===== src/rtl/sdb_pkg.sv =====
// shared constants, types and helpers for the store data bypass check
package sdb_pkg;
  localparam int SDB_ENTRIES = 8;
  localparam int IDX_W       = 3;
  localparam int CNT_W       = 4;
  localparam int ADDR_W      = 48;
  localparam int DATA_W      = 128;
  localparam int QW_W        = 64;
  localparam int BYTE_W      = 8;
  localparam int S1_LO       = 4;
  localparam int S1_HI       = 11;
  localparam int S2_LO       = 12;
  localparam int S2_HI       = 47;
  localparam int BANK_HI     = 3;
  localparam int DW_LO       = 2;
  localparam int DW_HI       = 3;
  localparam int NARROW_HI   = 1;
  localparam int NUM_DW      = 4;
  localparam logic [3:0] UPPER_QW_OFS = 4'h8;
  localparam logic [3:0] BANK_ZERO    = 4'h0;

  // operand size as log2 of its byte count
  typedef enum logic [2:0] {
    SDB_SZ_B,
    SDB_SZ_W,
    SDB_SZ_D,
    SDB_SZ_Q,
    SDB_SZ_O
  } sdb_size_t;

  typedef struct packed {
    logic [ADDR_W-1:0] addr;
    sdb_size_t         size;
  } sdb_acc_t;

  typedef struct packed {
    logic     valid;
    logic     shared;
    sdb_acc_t acc;
  } sdb_ent_t;

  typedef enum logic {
    SDB_IDLE,
    SDB_WAIT
  } sdb_state_t;

  function automatic logic sdb_aligned(input sdb_acc_t a);
    logic [4:0] m;
    m = (5'h01 << a.size) - 5'h01;
    return (a.addr[BANK_HI:0] & m[BANK_HI:0]) == BANK_ZERO;
  endfunction

  // which doublewords of the 16-byte bank the access touches
  function automatic logic [NUM_DW-1:0] sdb_dw_mask(input sdb_acc_t a);
    logic [4:0]        s;
    logic [4:0]        e;
    logic [NUM_DW-1:0] m;
    s = {1'b0, a.addr[BANK_HI:0]};
    e = s + ((5'h01 << a.size) - 5'h01);
    for (int d = 0; d < NUM_DW; d++) begin
      m[d] = (5'(d * 4) <= e) && (5'(d * 4 + 3) >= s);
    end
    return m;
  endfunction
endpackage


===== src/rtl/sdb_entry_cmp.sv =====
// first-stage match and bypass legality for one store buffer entry
module sdb_entry_cmp
  import sdb_pkg::*;
(
  input  wire logic     sys_clk,
  input  wire logic     srst,
  input  wire sdb_ent_t ent,
  input  wire sdb_acc_t ld,
  output logic          hit,
  output logic          legal,
  output logic          upper
);
  logic same_lo;
  logic both_al;
  logic dw_ov;

  // only bits 11:4 and the doubleword mask: cheap, may alias
  assign dw_ov   = |(sdb_dw_mask(ent.acc) & sdb_dw_mask(ld));
  assign hit     = ent.valid && dw_ov &&
                   (ent.acc.addr[S1_HI:S1_LO] == ld.addr[S1_HI:S1_LO]);
  assign same_lo = ent.acc.addr[S1_HI:0] == ld.addr[S1_HI:0];
  assign both_al = sdb_aligned(ent.acc) && sdb_aligned(ld);
  assign upper   = (ent.acc.size == SDB_SZ_O) && (ld.size <= SDB_SZ_Q) &&
                   (ld.addr[BANK_HI:0] == UPPER_QW_OFS) &&
                   (ent.acc.addr[S1_HI:S1_LO] == ld.addr[S1_HI:S1_LO]);
  // wider aligned store feeds a narrower load at the same start
  assign legal   = hit && both_al && !ent.shared &&
                   ((same_lo && (ld.size <= ent.acc.size)) || upper);
endmodule


===== src/rtl/sdb_forward_check.sv =====
// store data bypass decision: store buffer, two-stage match, wait and retry
//
// Overview of operation
// - no bypass unless start addresses match, except the upper-quadword case
// - aligned wider store feeds same-start load
// - aligned 128-bit store feeds upper-quadword load
// - misaligned store or load never bypasses
// - 128-bit load never assembled from quadwords
// - distinct narrow stores in dword block: only the younger bypasses
// - older narrow store blocked, younger still bypasses
// - single narrow store and load may bypass
// - byte from word, word from dword allowed
// - first stage compares address bits 11:4
// - first stage also needs same doubleword
// - first stage legal hit starts bypass speculatively
// - second stage bits 47:12 confirm bypass
// - second stage mismatch cancels load for retry
// - load wider than store never bypasses
// - blocked load waits for store retire
module sdb_forward_check
  import sdb_pkg::*;
(
  input  wire logic              sys_clk,
  input  wire logic              srst,
  input  wire logic              ce,
  input  wire logic              st_push,
  input  wire sdb_acc_t          st_acc,
  input  wire logic [DATA_W-1:0] st_data,
  output logic                   st_ready,
  input  wire logic              st_retire,
  input  wire logic              ld_valid,
  input  wire sdb_acc_t          ld_acc,
  output logic                   ld_ready,
  output logic                   fwd_spec,
  output logic                   fwd_valid,
  output logic [DATA_W-1:0]      fwd_data,
  output logic                   ld_cancel,
  output logic                   ld_block,
  output logic                   ld_cache_rd
);
  sdb_ent_t          ent_r [SDB_ENTRIES];
  logic [DATA_W-1:0] data_r [SDB_ENTRIES];
  logic [IDX_W-1:0]  head_r;
  logic [IDX_W-1:0]  tail_r;
  logic [CNT_W-1:0]  count_r;
  sdb_state_t        state_r;
  logic [IDX_W-1:0]  wait_idx_r;

  logic [SDB_ENTRIES-1:0] hit_v;
  logic [SDB_ENTRIES-1:0] legal_v;
  logic [SDB_ENTRIES-1:0] upper_v;

  logic              push_ok;
  logic              retire_ok;
  logic              ld_take;
  logic              any_hit;
  logic [IDX_W-1:0]  sel_idx;
  logic              sel_legal;
  logic              sel_upper;

  logic              s1_vld_r;
  logic              s1_hit_r;
  logic              s1_legal_r;
  logic              s1_upper_r;
  logic [IDX_W-1:0]  s1_idx_r;
  sdb_acc_t          s1_ld_r;

  logic              s2_ent_ok;
  logic              s2_hi_eq;
  logic [DATA_W-1:0] s2_shift;
  logic [DATA_W-1:0] s2_mask;

  assign st_ready  = count_r != CNT_W'(SDB_ENTRIES);
  assign push_ok   = ce && st_push && st_ready;
  assign retire_ok = ce && st_retire && (count_r != '0);
  // one load in flight at a time keeps the stage registers simple
  assign ld_ready  = (state_r == SDB_IDLE) && !s1_vld_r;
  assign ld_take   = ce && ld_valid && ld_ready;

  genvar g;
  generate
    for (g = 0; g < SDB_ENTRIES; g++) begin : g_cmp
      sdb_entry_cmp u_cmp (
        .sys_clk (sys_clk),
        .srst    (srst),
        .ent     (ent_r[g]),
        .ld      (ld_acc),
        .hit     (hit_v[g]),
        .legal   (legal_v[g]),
        .upper   (upper_v[g])
      );
    end
  endgenerate

  // youngest overlapping store decides; walk oldest to newest
  always_comb begin
    logic [IDX_W-1:0] k;
    k         = '0;
    any_hit   = 1'b0;
    sel_idx   = '0;
    sel_legal = 1'b0;
    sel_upper = 1'b0;
    for (int i = 0; i < SDB_ENTRIES; i++) begin
      k = head_r + IDX_W'(i);
      if (hit_v[k]) begin
        any_hit   = 1'b1;
        sel_idx   = k;
        sel_legal = legal_v[k];
        sel_upper = upper_v[k];
      end
    end
  end

  // speculative start before the upper bits are known
  assign fwd_spec = ld_take && any_hit && sel_legal;

  // store buffer allocation and retire
  always_ff @(posedge sys_clk) begin
    if (srst) begin
      head_r  <= '0;
      tail_r  <= '0;
      count_r <= '0;
    end else if (ce) begin
      if (push_ok) begin
        tail_r <= tail_r + IDX_W'(1);
      end
      if (retire_ok) begin
        head_r <= head_r + IDX_W'(1);
      end
      count_r <= count_r + CNT_W'(push_ok) - CNT_W'(retire_ok);
    end
  end

  generate
    for (g = 0; g < SDB_ENTRIES; g++) begin : g_ent
      logic narrow_pair;
      assign narrow_pair = ent_r[g].valid &&
                           (ent_r[g].acc.size <= SDB_SZ_W) && (st_acc.size <= SDB_SZ_W) &&
                           (ent_r[g].acc.addr[ADDR_W-1:DW_LO] ==
                            st_acc.addr[ADDR_W-1:DW_LO]) &&
                           (ent_r[g].acc.addr[NARROW_HI:0] != st_acc.addr[NARROW_HI:0]);
      always_ff @(posedge sys_clk) begin
        if (srst) begin
          ent_r[g] <= '0;
        end else if (ce) begin
          if (push_ok && tail_r == IDX_W'(g)) begin
            ent_r[g].valid  <= 1'b1;
            ent_r[g].shared <= 1'b0;
            ent_r[g].acc    <= st_acc;
          end else if (retire_ok && head_r == IDX_W'(g)) begin
            ent_r[g].valid  <= 1'b0;
          end else if (push_ok && narrow_pair) begin
            // older narrow store now shares its doubleword: stop feeding
            ent_r[g].shared <= 1'b1;
          end
        end
      end
      // payload needs no reset; only read while valid
      always_ff @(posedge sys_clk) begin
        if (ce && push_ok && tail_r == IDX_W'(g)) begin
          data_r[g] <= st_data;
        end
      end
    end
  endgenerate

  // first stage result held for the upper address check
  always_ff @(posedge sys_clk) begin
    if (srst) begin
      s1_vld_r   <= 1'b0;
      s1_hit_r   <= 1'b0;
      s1_legal_r <= 1'b0;
      s1_upper_r <= 1'b0;
      s1_idx_r   <= '0;
      s1_ld_r    <= '0;
    end else if (ce) begin
      s1_vld_r <= ld_take;
      if (ld_take) begin
        s1_hit_r   <= any_hit;
        s1_legal_r <= sel_legal;
        s1_upper_r <= sel_upper;
        s1_idx_r   <= sel_idx;
        s1_ld_r    <= ld_acc;
      end
    end
  end

  // entry retired between stages, or retiring now: the cache holds it
  assign s2_ent_ok = ent_r[s1_idx_r].valid &&
                     !(retire_ok && (head_r == s1_idx_r));
  assign s2_hi_eq  = ent_r[s1_idx_r].acc.addr[S2_HI:S2_LO] ==
                     s1_ld_r.addr[S2_HI:S2_LO];
  // upper quadword case reads the top half of the 128-bit entry
  assign s2_shift  = s1_upper_r ? (data_r[s1_idx_r] >> QW_W) : data_r[s1_idx_r];

  always_comb begin
    s2_mask = '0;
    unique case (s1_ld_r.size)
      SDB_SZ_B: s2_mask = {{(DATA_W-BYTE_W){1'b0}}, {BYTE_W{1'b1}}};
      SDB_SZ_W: s2_mask = {{(DATA_W-2*BYTE_W){1'b0}}, {(2*BYTE_W){1'b1}}};
      SDB_SZ_D: s2_mask = {{(DATA_W-4*BYTE_W){1'b0}}, {(4*BYTE_W){1'b1}}};
      SDB_SZ_Q: s2_mask = {{(DATA_W-QW_W){1'b0}}, {QW_W{1'b1}}};
      SDB_SZ_O: s2_mask = {DATA_W{1'b1}};
      default:  s2_mask = '0;
    endcase
  end

  // second stage outcome per load, and the cache read when a waiting load is released
  always_ff @(posedge sys_clk) begin
    if (srst) begin
      fwd_valid   <= 1'b0;
      fwd_data    <= '0;
      ld_cancel   <= 1'b0;
      ld_block    <= 1'b0;
      ld_cache_rd <= 1'b0;
    end else if (ce) begin
      fwd_valid   <= 1'b0;
      ld_cancel   <= 1'b0;
      ld_block    <= 1'b0;
      ld_cache_rd <= 1'b0;
      if (s1_vld_r) begin
        if (!s1_hit_r || !s2_ent_ok) begin
          ld_cache_rd <= 1'b1;
        end else if (!s2_hi_eq) begin
          // aliased on low bits only: the load goes back for reissue
          ld_cancel <= 1'b1;
        end else if (s1_legal_r) begin
          fwd_valid <= 1'b1;
          fwd_data  <= s2_shift & s2_mask;
        end else begin
          ld_block <= 1'b1;
        end
      end else if (state_r == SDB_WAIT && retire_ok && head_r == wait_idx_r) begin
        ld_cache_rd <= 1'b1;
      end
    end
  end

  // true dependency that cannot bypass: hold until that store retires
  always_ff @(posedge sys_clk) begin
    if (srst) begin
      state_r    <= SDB_IDLE;
      wait_idx_r <= '0;
    end else if (ce) begin
      unique case (state_r)
        SDB_IDLE: begin
          if (s1_vld_r && s1_hit_r && s2_ent_ok && s2_hi_eq && !s1_legal_r) begin
            state_r    <= SDB_WAIT;
            wait_idx_r <= s1_idx_r;
          end
        end
        SDB_WAIT: begin
          if (retire_ok && head_r == wait_idx_r) begin
            state_r <= SDB_IDLE;
          end
        end
      endcase
    end
  end
endmodule


===== config.mk =====
export PLATFORM = sky130hd
export DESIGN_NAME = sdb_forward_check
export DESIGN_NICKNAME = d
export VERILOG_FILES = /design/src/rtl/sdb_pkg.sv /design/src/rtl/sdb_entry_cmp.sv /design/src/rtl/sdb_forward_check.sv
export SDC_FILE = /design/constraint.sdc
export NUM_CORES = 2
export LEC_CHECK = 0
export ABC_CLOCK_PERIOD_IN_PS = 9980
export BUFFER_PORTS_ARGS = -buffer_cell sky130_fd_sc_hd__buf_4
export CORE_AREA = 4 4 400 402
export CTS_BUF_LIST = sky130_fd_sc_hd__clkbuf_4 sky130_fd_sc_hd__clkbuf_8
export CTS_CLUSTER_DIAMETER = 120
export CTS_CLUSTER_SIZE = 16
export DETAILED_ROUTE_END_ITERATION = 8
export DIE_AREA = 0 0 404 406
export GPL_TIMING_DRIVEN = 0
export PLACE_DENSITY_LB_ADDON = 0.3
export SLEW_MARGIN = 40
export SYNTH_ARGS = -nofsm -noshare
export SYNTH_HDL_FRONTEND = slang
export SYNTH_HIERARCHICAL = 1
export SYNTH_SLANG_ARGS = --single-unit

===== constraint.sdc =====
create_clock -name sys_clk -period 9.98 [get_ports sys_clk]
set_input_delay 2.994 -clock sys_clk [delete_from_list [all_inputs] [get_ports sys_clk]]
set_output_delay 2.994 -clock sys_clk [all_outputs]
set_load 0.01 [all_outputs]

==> qor.json <==
{
  "sta": {
    "timing.final.ws_setup_ns": -0.355,
    "report.final.setup_viol": 2,
    "max_slew_margin_vs_limit_pct": 34.0,
    "rsz0062_at_grt": "yes",
    "drv_slew": 0,
    "hold_viol_final": 0,
    "final_min_period_over_clock_period_pct": 104,
    "finalSetupTns_ns": -0.641,
    "final.setup_skew_ns": 0.0614,
    "tightest_slew_ns": 0.986,
    "finalWorstPathRequiredPeriod_ns": 10.34,
    "fmax_mhz": 96.8
  },
  "layout": {
    "most_frequent_cells_in_the_layout": "edfxtp_1 (1448), buf_4 (415), and2_1 (350), mux4_2 (342), nand2_1 (336)",
    "area_delta_synth_final_pct": 12.7,
    "fin_cells": 8086,
    "most_frequent_standard_cell_in_the_layout_excluding_fill_and_tap_cells": "edfxtp_1",
    "final_area_sq_um": 87700,
    "post_route_cells_drive_above_1_share_pct": 22.0,
    "fillCellCount": 12600,
    "final_net_count": 6302
  },
  "global_route": {
    "use_met1_pct": 41.4,
    "grt_first_pass_wirelength_mm": 371,
    "grtUsageMet2_pct": 49.4,
    "most_used_layer_global_route": "met2",
    "global_route.overflow_total": 0,
    "vias_in_the_first_global_route": 48700,
    "gr-usage-met3_pct": 10.7,
    "grt_start_max_net_pins": 54,
    "groute.usage.overall_pct": 32.1,
    "antenna_violations_before_repair": 38
  },
  "detailed_routing": {
    "final_routed_wirelength_mm": 268,
    "drt_first_iter_violations": 6755,
    "final_antenna_net_count": 0,
    "drt_pass1_iterations": 7,
    "routedWlPerCell_microns": 33.1,
    "dr_drc_count": 0,
    "routed_via_density": 6.23,
    "routed_vias": 50400
  },
  "placed_design": {
    "place_congestion": 1.07,
    "dpl_worst_slack_ns": -1.07,
    "numPortBuffers": 334,
    "detailed_place.area_sq_um": 84000,
    "dp.cells": 7788,
    "dp_hpwl_mm": 195
  },
  "synth": {
    "synth_edf_count": 1448,
    "post_synth.cell_area_avg_sq_um": 14.5,
    "synthesis.instances": 5356,
    "yosys_cell_types": 76,
    "async_flop_share_pct": 0,
    "synthesis.area_sq_um": 77800,
    "ys_dominant_reg_cell": "edfxtp_1",
    "synth-seq-cells": 1643,
    "syn_nets": 5733,
    "number_of_synthesis_warnings": 6,
    "synth-seq-area-share_pct": 60.9
  },
  "pwr": {
    "power.ir.vdd_worst_mv": 0.146,
    "power.switching_mw": 3.45,
    "power.share.switching_pct": 26.4,
    "cellLeakagePower_nw": 29.3,
    "cellInternalPower_mw": 9.63,
    "cellPowerDensity_nw_per_um2": 149,
    "seqPwrFrac_pct": 59.3,
    "pwr-share-comb_pct": 13.2,
    "clock_power_share_pct": 27.5
  },
  "hold_path": {
    "min-delay-path-class": "reg -> reg",
    "min_from": "s1_ld_r[39]"
  },
  "worst_setup_path": {
    "setup.worst_path.end_class": "flop",
    "startpoint": "ld_acc[1]",
    "highest_net_fanout_along_the_worst_path": 14,
    "critical_path_arrival_ns": 11.16,
    "timing.setup.critical_path_class": "in -> reg",
    "crit_path_max_incr_delay_ns": 0.53,
    "rr_startpoint": "head_r[1]",
    "required_arrival_time_at_the_worst_endpoint_ns": 10.81,
    "rrSetupSlack_ns": 0.80,
    "timing.critical_path.from_type": "primary input",
    "cpMaxStageDelayCell": "mux4_2",
    "crit_top_cell": "buf_4"
  },
  "clock_tree": {
    "clkLatencyLatePin_ns": 0.92,
    "numCtsBuffers": 113,
    "worst_setup_hold_path_clk_slew_ns": 0.14,
    "clk_path_buf_depth": 3,
    "clkSinkCount": 1643,
    "htree_levels": 3,
    "cts_tree": "done",
    "clk_root_buffer_cell": "clkbuf_8"
  },
  "job": {
    "maxCapViolCount": 0
  },
  "floorplan": {
    "die-area_sq_um": 164000,
    "start_util_pct": 49.9,
    "die_height_microns": 406,
    "die_width_microns": 404,
    "num_io_pins": 371,
    "core-area_sq_um": 156000,
    "rows": 145
  },
  "status": {
    "run_status": "finished, violations left",
    "violations": "negative setup slack"
  }
}
## critical path, delay by kind of cell
family	cells	cell delay, ns
AO/OA/AOI/OAI	6	1.35
XOR/XNOR	2	0.24
multiplexers	2	0.78
AND/OR/NAND/NOR	7	0.82
buffers and inverters	36	4.48
adder cells (fa/ha/maj)	2	0.52
## logic make-up after synthesis
family | count (synthesis) | share of synthesized area (%)
buf+inv | 454 | 2.61
simple gates | 1506 | 10.5
compound gates | 403 | 3.26
mux | 681 | 14.4
xor+xnor | 528 | 5.94
flops | 1643 | 60.9
fa+ha+maj | 141 | 2.43
## power groups by stage
stage               sequential [mW]  combinational [mW]  clock (mW)
CTS                            7.75                1.66        3.62
global route                   7.76                1.80        3.89
detailed placement             7.90                1.61           0
global placement               7.93                1.55           0
floorplan                      7.88               0.896           0
finish                         7.75                1.73        3.60
## flip-flops by register name (all words and copies together), names as in the netlist, 3 cells and up, named ones only
register,cells
head_r,3
fwd_data,128
wait_idx_r,3
s1_ld_r,39
s1_idx_r,3
data_r,1024
ent_r,424
tail_r,3
count_r,4
## synth_stat cells, types with 14 or more instances
master / number / area (sq um)
a22oi_1: 28 / 210
inv_1: 119 / 447
dfxtp_1: 195 / 3900
and3b_1: 18 / 158
nand4_1: 81 / 507
edfxtp_1: 1448 / 43500
buf_1: 22 / 82.6
nor3b_1: 21 / 158
o21ai_0: 107 / 536
nor2b_1: 36 / 225
ha_1: 124 / 1550
xnor2_1: 231 / 2020
nand2b_1: 144 / 901
and3_1: 16 / 100
and2_1: 350 / 2190
nand2_1: 339 / 1270
mux2i_1: 267 / 2670
xor2_1: 297 / 2600
o22ai_1: 19 / 119
nand3_1: 64 / 320
nor3_1: 157 / 786
nor4_1: 81 / 507
mux4_2: 342 / 7700
buf_2: 40 / 200
clkbuf_1: 237 / 890
o211ai_1: 14 / 105
mux2_2: 72 / 811
fa_1: 17 / 340
nor2_1: 134 / 503
a21oi_1: 115 / 576
## metrics by stage
| step | util [%] | power, mW | hold WS (ns) |
|---|---|---|---|
| after floorplan | - | 8.77 | 0.445 |
| after global placement | 53.2 | 9.48 | 0.456 |
| after detailed placement | 53.8 | 9.51 | 0.461 |
| after CTS | 55.9 | 13.0 | 0.476 |
| after global routing | 56.2 | 13.5 | 0.494 |
| final | 56.2 | 13.1 | 0.478 |
## final timing paths
kind | to | depth (start not counted)
max | s1_legal_r | 55
min | s1_ld_r[39] | 2
max reg2reg | s1_legal_r | 48
min reg2reg | s1_ld_r[39] | 2
## what timing repair did
| item | CTS | global route |
|---|---|---|
| gates resized for setup | 105 | 52 |
| gates cloned | 4 | 2 |
| hold buffers | 0 | 0 |
| setup endpoints to repair | 1 | 2 |
| pin swaps | 44 | 47 |
| buffers inserted | 60 | 14 |
| hold endpoints to repair | 0 | 0 |
## cell type report
| type | count | area [sq um] | share of cell area (%) |
|---|---|---|---|
| inverter | 125 | 547 | 0.623 |
| clock inverter | 10 | 154 | 0.175 |
| tap | 2058 | 2570 | 2.93 |
| multi-input combinational | 3259 | 29200 | 33.3 |
| timing repair buffer | 454 | 4130 | 4.71 |
| sequential | 1643 | 47400 | 54.0 |
| buffer | 329 | 1590 | 1.82 |
| clock buffer | 188 | 2120 | 2.41 |
| antenna | 20 | 50.0 | 0.0570 |
## metal layers
metal	part of all wire, %	vias up
met5	0.039	-
met4	5.6	14
met3	13	600
met2	45	2954
met1	37	25600
li1	-	21200
(Power assumes the default switching activity.)
